$ cat config.mk
export PLATFORM = sky130hd
export DESIGN_NAME = accumulator_transfer_decoder
export DESIGN_NICKNAME = d
export VERILOG_FILES = /design/src/accumulator_transfer_pkg.sv /design/src/accumulator_transfer_decoder.sv
export VERILOG_INCLUDE_DIRS = /design/src
export SDC_FILE = /design/constraint.sdc
export NUM_CORES = 1
export LEC_CHECK = 0
export ABC_AREA = 1
export BUFFER_PORTS_ARGS = -buffer_cell sky130_fd_sc_hd__buf_2
export CORE_MARGIN = 1.5
export CORE_UTILIZATION = 41
export CTS_BUF_LIST = sky130_fd_sc_hd__clkbuf_8
export DETAILED_ROUTE_END_ITERATION = 8
export PLACE_DENSITY_LB_ADDON = 0.08
export SLEW_MARGIN = 20
export SYNTH_ARGS = -nofsm -noshare
export SYNTH_HDL_FRONTEND = slang
export SYNTH_SLANG_ARGS = --single-unit
$ cat constraint.sdc
create_clock -name clk -period 1 [get_ports clk]
set_input_delay 0.15 -clock clk [delete_from_list [all_inputs] [get_ports clk]]
set_output_delay 0.15 -clock clk [all_outputs]
set_load 0.02 [all_outputs]
$ cat src/accumulator_transfer_cfg.svh
// Constants for the accumulator transfer decoder: opcodes, widths, resets.
// Assumes inclusion by bare name from the package and the decoder.
`ifndef ACCUMULATOR_TRANSFER_CFG_SVH
`define ACCUMULATOR_TRANSFER_CFG_SVH

// ****************************************************************
// Word widths and register counts
// ****************************************************************
`define INSTR_W 10
`define NIB_W 4
`define ROM_PTR_W 3
`define STACK_W 3
`define BANK_W 2
`define PAIR_W 8
`define TIMER_CNT 6
`define PORT_CNT 3
`define EXT_CNT 2

// ****************************************************************
// Reset values
// ****************************************************************
`define RST_NIB 4'h0
`define RST_ROM_PTR 3'h0
`define RST_PAIR 8'h00

// ****************************************************************
// Opcodes of the group (10-bit words)
// ****************************************************************
`define OPC_READ_ADC_CTRL_2 10'h245
`define OPC_READ_ADC_CTRL_3 10'h246
`define OPC_READ_STACK_INDEX 10'h050
`define OPC_READ_IRQ_CTRL_1 10'h054
`define OPC_READ_IRQ_CTRL_2 10'h055
`define OPC_READ_TIMER_CTRL_1 10'h24B
`define OPC_READ_TIMER_CTRL_6 10'h250
`define OPC_READ_RAM_FILE 10'h052
`define OPC_READ_RAM_WORD 10'h01F
`define OPC_READ_RAM_BANK 10'h053
`define OPC_LOAD_SECOND_ACC 10'h00E
`define OPC_LOAD_ROM_POINTER 10'h029
`define OPC_LOAD_PAIR_BUF 10'h01A
`define OPC_WRITE_PORT_DRIVE_0 10'h228
`define OPC_WRITE_EXT_INT_CTRL_1 10'h217
`define OPC_WRITE_EXT_INT_CTRL_2 10'h218
`define OPC_WRITE_SERIAL_CTRL 10'h202
`define OPC_WRITE_WAKE_CTRL_0 10'h21B

`endif

$ cat src/accumulator_transfer_pkg.sv
// Types for the accumulator transfer decoder.
// Assumes the constants header sits in the include path.
`include "accumulator_transfer_cfg.svh"

package accumulator_transfer_pkg;

  // ****************************************************************
  // Decoded operation kinds
  // ****************************************************************
  typedef enum logic [4:0] {
    OP_NONE,
    OP_READ_IRQ_CTRL_1,
    OP_READ_IRQ_CTRL_2,
    OP_READ_TIMER_CTRL,
    OP_READ_ADC_CTRL_2,
    OP_READ_ADC_CTRL_3,
    OP_READ_STACK_INDEX,
    OP_READ_RAM_FILE,
    OP_READ_RAM_WORD,
    OP_READ_RAM_BANK,
    OP_LOAD_SECOND_ACC,
    OP_LOAD_ROM_POINTER,
    OP_LOAD_PAIR_BUF,
    OP_WRITE_PORT_DRIVE,
    OP_WRITE_EXT_INT_CTRL,
    OP_WRITE_SERIAL_CTRL,
    OP_WRITE_WAKE_CTRL_0
  } op_e;

  // Decoded word: kind plus register index where a kind has several
  typedef struct packed {
    op_e op;
    logic [2:0] idx;
  } dec_s;

  // Source registers read into the accumulator
  typedef struct packed {
    logic [`NIB_W-1:0] irq_ctrl_1;
    logic [`NIB_W-1:0] irq_ctrl_2;
    logic [`TIMER_CNT-1:0][`NIB_W-1:0] timer_ctrl;
    logic [`NIB_W-1:0] adc_ctrl_2;
    logic [`NIB_W-1:0] adc_ctrl_3;
    logic [`STACK_W-1:0] stack_index;
    logic [`NIB_W-1:0] ram_file;
    logic [`NIB_W-1:0] ram_word;
    logic [`BANK_W-1:0] ram_bank;
  } src_s;

  // Whole state of the decoder, also its output bundle
  typedef struct packed {
    logic [`NIB_W-1:0] acc;
    logic [`NIB_W-1:0] second_acc;
    logic [`ROM_PTR_W-1:0] rom_pointer_hi;
    logic [`PAIR_W-1:0] pair_buf;
    logic [`PORT_CNT-1:0][`NIB_W-1:0] port_drive_ctrl;
    logic [`EXT_CNT-1:0][`NIB_W-1:0] ext_int_ctrl;
    logic [`NIB_W-1:0] serial_ctrl;
    logic [`NIB_W-1:0] wake_ctrl_0;
    logic executed;
    logic skip_next;
  } state_s;

endpackage : accumulator_transfer_pkg

$ cat src/accumulator_transfer_decoder.sv
// Decode and execute of the accumulator transfer instruction group.
// Assumes the fetch sequencer presents one word per machine cycle.
`timescale 1ns/1ps
`default_nettype none
`include "accumulator_transfer_cfg.svh"

// Function
// - Interrupt control reads load full nibble
// - Six timer control reads copy whole nibble
// - Converter control 2/3 reads copy nibble
// - Stack index to bits 2:0, bit3 zero
// - RAM file/word reads copy nibble
// - Bank bits to 1:0, bits 3:2 zero
// - Second accumulator loads, accumulator unchanged
// - ROM pointer takes accumulator bits 2:0
// - Pair buffer gets second acc, accumulator
// - External interrupt writes copy accumulator
// - Serial control write copies accumulator
// - Wakeup control 0 write copies accumulator
// - One word, one cycle, no carry/skip
module accumulator_transfer_decoder
  import accumulator_transfer_pkg::*;
(
  input wire logic clk,
  input wire logic rst_n,
  input wire logic instr_valid,
  input wire logic [`INSTR_W-1:0] instr,
  input wire src_s src,
  input wire logic acc_load,
  input wire logic [`NIB_W-1:0] acc_load_data,
  output var state_s regs
);

  // ****************************************************************
  // Opcode decode
  // ****************************************************************

  // Shared by the datapath and the checks below
  function automatic dec_s decode(input logic [`INSTR_W-1:0] w);
    dec_s d;
    d.op = OP_NONE;
    d.idx = 3'h0;
    if (w >= `OPC_READ_TIMER_CTRL_1 && w <= `OPC_READ_TIMER_CTRL_6) begin
      d.op = OP_READ_TIMER_CTRL;
      d.idx = 3'(w - `OPC_READ_TIMER_CTRL_1);
    end else if (w >= `OPC_WRITE_PORT_DRIVE_0 &&
                 w < `OPC_WRITE_PORT_DRIVE_0 + `PORT_CNT) begin
      d.op = OP_WRITE_PORT_DRIVE;
      d.idx = 3'(w - `OPC_WRITE_PORT_DRIVE_0);
    end else begin
      unique case (w)
        `OPC_READ_IRQ_CTRL_1: d.op = OP_READ_IRQ_CTRL_1;
        `OPC_READ_IRQ_CTRL_2: d.op = OP_READ_IRQ_CTRL_2;
        `OPC_READ_ADC_CTRL_2: d.op = OP_READ_ADC_CTRL_2;
        `OPC_READ_ADC_CTRL_3: d.op = OP_READ_ADC_CTRL_3;
        `OPC_READ_STACK_INDEX: d.op = OP_READ_STACK_INDEX;
        `OPC_READ_RAM_FILE: d.op = OP_READ_RAM_FILE;
        `OPC_READ_RAM_WORD: d.op = OP_READ_RAM_WORD;
        `OPC_READ_RAM_BANK: d.op = OP_READ_RAM_BANK;
        `OPC_LOAD_SECOND_ACC: d.op = OP_LOAD_SECOND_ACC;
        `OPC_LOAD_ROM_POINTER: d.op = OP_LOAD_ROM_POINTER;
        `OPC_LOAD_PAIR_BUF: d.op = OP_LOAD_PAIR_BUF;
        `OPC_WRITE_EXT_INT_CTRL_1: d.op = OP_WRITE_EXT_INT_CTRL;
        `OPC_WRITE_EXT_INT_CTRL_2: begin
          d.op = OP_WRITE_EXT_INT_CTRL;
          d.idx = 3'h1;
        end
        `OPC_WRITE_SERIAL_CTRL: d.op = OP_WRITE_SERIAL_CTRL;
        `OPC_WRITE_WAKE_CTRL_0: d.op = OP_WRITE_WAKE_CTRL_0;
        default: d.op = OP_NONE;
      endcase
    end
    return d;
  endfunction : decode

  dec_s dec;
  state_s state_q;
  state_s state_d;

  // Foreign words decode to nothing; invalid cycles likewise
  always_comb begin
    dec = decode(instr);
    if (!instr_valid) begin
      dec.op = OP_NONE;
    end
  end

  // ****************************************************************
  // Execute
  // ****************************************************************

  // Every kind finishes here in one cycle; carry is never touched
  always_comb begin
    state_d = state_q;
    state_d.executed = 1'b0;
    state_d.skip_next = 1'b0;
    // Other groups load the accumulator only when this group is idle
    if (acc_load && dec.op == OP_NONE) begin
      state_d.acc = acc_load_data;
    end
    unique case (dec.op)
      OP_NONE: begin
        state_d.executed = 1'b0;
      end
      OP_READ_IRQ_CTRL_1: state_d.acc = src.irq_ctrl_1;
      OP_READ_IRQ_CTRL_2: state_d.acc = src.irq_ctrl_2;
      OP_READ_TIMER_CTRL: begin
        state_d.acc = src.timer_ctrl[dec.idx];
      end
      OP_READ_ADC_CTRL_2: state_d.acc = src.adc_ctrl_2;
      OP_READ_ADC_CTRL_3: state_d.acc = src.adc_ctrl_3;
      OP_READ_STACK_INDEX: begin
        state_d.acc = {1'b0, src.stack_index};
      end
      OP_READ_RAM_FILE: state_d.acc = src.ram_file;
      OP_READ_RAM_WORD: state_d.acc = src.ram_word;
      OP_READ_RAM_BANK: begin
        state_d.acc = {2'h0, src.ram_bank};
      end
      OP_LOAD_SECOND_ACC: state_d.second_acc = state_q.acc;
      OP_LOAD_ROM_POINTER: begin
        state_d.rom_pointer_hi = state_q.acc[`ROM_PTR_W-1:0];
      end
      OP_LOAD_PAIR_BUF: begin
        state_d.pair_buf = {state_q.second_acc, state_q.acc};
      end
      OP_WRITE_PORT_DRIVE: begin
        state_d.port_drive_ctrl[dec.idx[1:0]] = state_q.acc;
      end
      OP_WRITE_EXT_INT_CTRL: begin
        state_d.ext_int_ctrl[dec.idx[0]] = state_q.acc;
      end
      OP_WRITE_SERIAL_CTRL: state_d.serial_ctrl = state_q.acc;
      OP_WRITE_WAKE_CTRL_0: state_d.wake_ctrl_0 = state_q.acc;
      default: state_d.executed = 1'b0;
    endcase
    if (dec.op != OP_NONE) begin
      state_d.executed = 1'b1;
    end
  end

  // Single register stage: results visible in the following cycle
  always_ff @(posedge clk or negedge rst_n) begin
    if (!rst_n) begin
      state_q <= '0;
    end else begin
      state_q <= state_d;
    end
  end

  assign regs = state_q;
endmodule : accumulator_transfer_decoder
`default_nettype wire

==> impl_metrics.py <==
metrics = {
    "global_route": {
        "grt_pass1_vias": 4116,
        "grt_pass1_wl_mm": 18.1,
        "antenna_found_initial": 0,
        "grt_start_max_net_pins": 40,
        "overflow": 0,
        "grtUsageTotal": 0.263,
    },
    "synth": {
        "synth_edf_count": 0,
        "syn_avg_cell_area_um2": 6.83,
        "yosysTopAreaCell": "dfrtp_1",
        "async_flop_share": 1.00,
        "synthTopCellsByArea": "dfrtp_1, nand2_1, nand3_1",
        "synth_top_area_frac": 0.369,
        "syn-cell-area_um2": 3260,
        "synth.top_cells.by_count": "nand2_1, nand3_1, nor2_1",
        "synth_cell_types": 33,
        "yosysSeqAreaShare": 0.369,
        "synth_warnings": 0,
        "yosys.cell_count.top_type": "nand2_1",
        "synth_ff_type": "dfrtp_1",
        "ys_ff_latch": 48,
        "synthesis.nets": 552,
        "synth_cells": 477,
    },
    "clocking": {
        "cts_tree": "built",
        "htreeDepth": 2,
        "clk_latency_ns": 0.31,
        "cts_sinks": 48,
        "cts_buffer_depth": 2,
        "clk_pin_slew_worst_paths_ns": 0.10,
        "cts_made_buffers": 5,
        "cts_root_buf": "clkbuf_8",
    },
    "worst_setup_path": {
        "start_kind": "input pin",
        "cp-end-kind": "flip-flop",
        "critPathMaxStageDelay_ns": 0.18,
        "cp_slowest_cell": "ha_4",
        "critPathRequiredTime_ns": 1.21,
        "critPathKind": "input pin to flip-flop",
        "arrival_ns": 2.03,
        "crit_chain": "buf_8 -> buf_6 -> ha_4 -> inv_4 -> nor2_1 -> nand3_1 -> nand3_2 -> nor2_4 -> nand2_4 -> nand2_4 -> inv_2 -> nand3_1 -> nand2_2 -> nor2_4 -> nand2_4 -> nor2_8 -> nor2_1 -> nand2_1 -> nand2_1",
        "cp_common_cell": "nand2_4",
        "path_max_fanout": 8,
    },
    "timing": {
        "rsz0062_at_grt": "yes",
        "fin_ws_ns": -0.823,
        "fin_crit_sh": 1.82,
        "fin_skew_ns": 0.0122,
        "max_freq_mhz": 549,
        "min_period_ns": 1.82,
        "final.setup.tns_ns": -34.72,
        "hold_viol": 0,
        "setup_violations": 86,
        "slew_viol_final": 0,
        "whs_ns": 0.161,
    },
    "route": {
        "via_per_inst": 5.06,
        "firstDrtPassIters": 4,
        "drcViolationCount": 0,
        "wirelength_mm": 11.9,
        "wl_per_cell_um": 14.8,
        "vias": 4096,
        "drtIter0Drc": 177,
        "ant_nets": 0,
    },
    "place": {
        "port_buffers": 118,
        "gp_congestion": 0.846,
        "hpwl_mm": 7.66,
        "dp_cells": 747,
    },
    "layout": {
        "final_nets": 781,
        "multiInputGateArea_um2": 2330,
        "stdcell_count": 809,
        "diodes": 0,
        "drive_gt1_frac": 0.530,
        "utilization": 0.765,
        "area_growth_pct": 80.6,
        "register_area_um2": 1200,
        "largest_reg_flops": 48,
        "fillCellCount": 542,
    },
    "floorplan": {
        "die_x_um": 92.1,
        "rows": 32,
        "start_util": 0.424,
        "io_pins": 120,
        "die_area_um2": 8480,
        "fp.coreArea_um2": 7690,
        "fp.dieH_um": 92.1,
    },
    "pwr": {
        "power.density_nw_per_um2": 799,
        "p_leak_nw": 3.06,
        "peakVddDrop_mv": 0.584,
        "power.total_w": 0.00470,
    },
    "outcome": {
        "status": "finished with violations",
        "violations": "negative setup slack",
    },
    "worst_hold_path": {
        "min_path_type": "input pin to flip-flop",
    },
    "run": {
        "cap_violations": 0,
    },
}
-- power by group --
group / switching (W) / internal (W)
Sequential: 0.0000253 / 0.00197
Clock: 0.000728 / 0.00101
Combinational: 0.000522 / 0.000447
Total: 0.00128 / 0.00342
-- cells by family (layout without fill, tap and decap cells) --
kind of cell             after synthesis  count (layout)  share of synthesized area
flip-flops                            48              48                      0.369
multiplexers                           4               4                     0.0161
AO/OA/AOI/OAI                         51              51                     0.0822
buffers and inverters                 61             290                     0.0788
other                                  1               1                    0.00115
AND/OR/NAND/NOR                      308             309                      0.437
adder cells (fa/ha/maj)                4               4                     0.0154
-- routing by layer --
layer | up-vias | wire [µm] | global-route usage | share of wire
met3 | 31 | 385 | 0.0265 | 0.032
met5 | - | 0 | 0 | 0
met1 | 1935 | 4680 | 0.310 | 0.39
met2 | 125 | 6540 | 0.494 | 0.55
li1 | 2005 | - | - | -
met4 | 0 | 338 | 0.0808 | 0.028
-- cells in the final DEF (no fill, tap or decap), types with 7 or more instances in the layout --
cell type,n
nand2_2,29
inv_4,7
inv_1,33
nor2_1,31
nor2_4,16
nand4_1,8
o21ai_1,21
nand3_4,8
inv_2,14
dfrtp_1,47
nand2_1,104
buf_4,92
buf_2,66
nand2_4,15
a21oi_1,7
nand3_2,9
buf_6,61
o21ai_0,14
nor2_2,19
nand3_1,55
-- cell type report --
class | instances | area share
clock inverters | 3 | 0.0117
inverters | 55 | 0.0390
well taps | 102 | 0.0217
clock buffers | 5 | 0.0117
multi-input cells | 369 | 0.396
flip-flops and latches | 48 | 0.205
repair buffers | 227 | 0.315
-- through the flow --
step / worst slack [ns] / area [µm²]
2_1_floorplan: -0.906 / 3290
3_3_place_gp: -1.28 / 4430
3_5_place_dp: -1.32 / 4430
4_1_cts: -0.751 / 5460
5_1_grt: -0.945 / 5880
6_report: -0.823 / 5880
-- timing repair --
action	in CTS	in global routing
setup buffers	37	17
hold endpoints to repair	9	0
pin swaps	44	29
resized for setup	185	97
hold buffers	1	0
endpoints found under the setup margin	84	95
gates cloned	1	0
-- worst max-delay path: cells and delay by family --
family	cells	cell delay, ns
AND/OR/NAND/NOR	14	1.34
adder cells (fa/ha/maj)	1	0.18
buffers and inverters	4	0.35
-- worst paths after layout --
| kind | startpoint | endpoint | slack, ns | cells after the start |
|---|---|---|---|---|
| setup / recovery | instr[1] | regs[48] | -0.82 | 19 |
| hold / removal | acc_load_data[2] | regs[47] | 0.16 | 5 |
| setup reg to reg | regs[46] | regs[7] | -0.11 | 3 |
| hold reg to reg | regs[19] | regs[19] | 0.52 | 2 |
| max in group asynchronous | rst_n | regs[47] | 0.27 | 3 |
| min in group asynchronous | rst_n | regs[25] | 0.23 | 2 |
No activity file was read; power rests on OpenSTA's default activity.
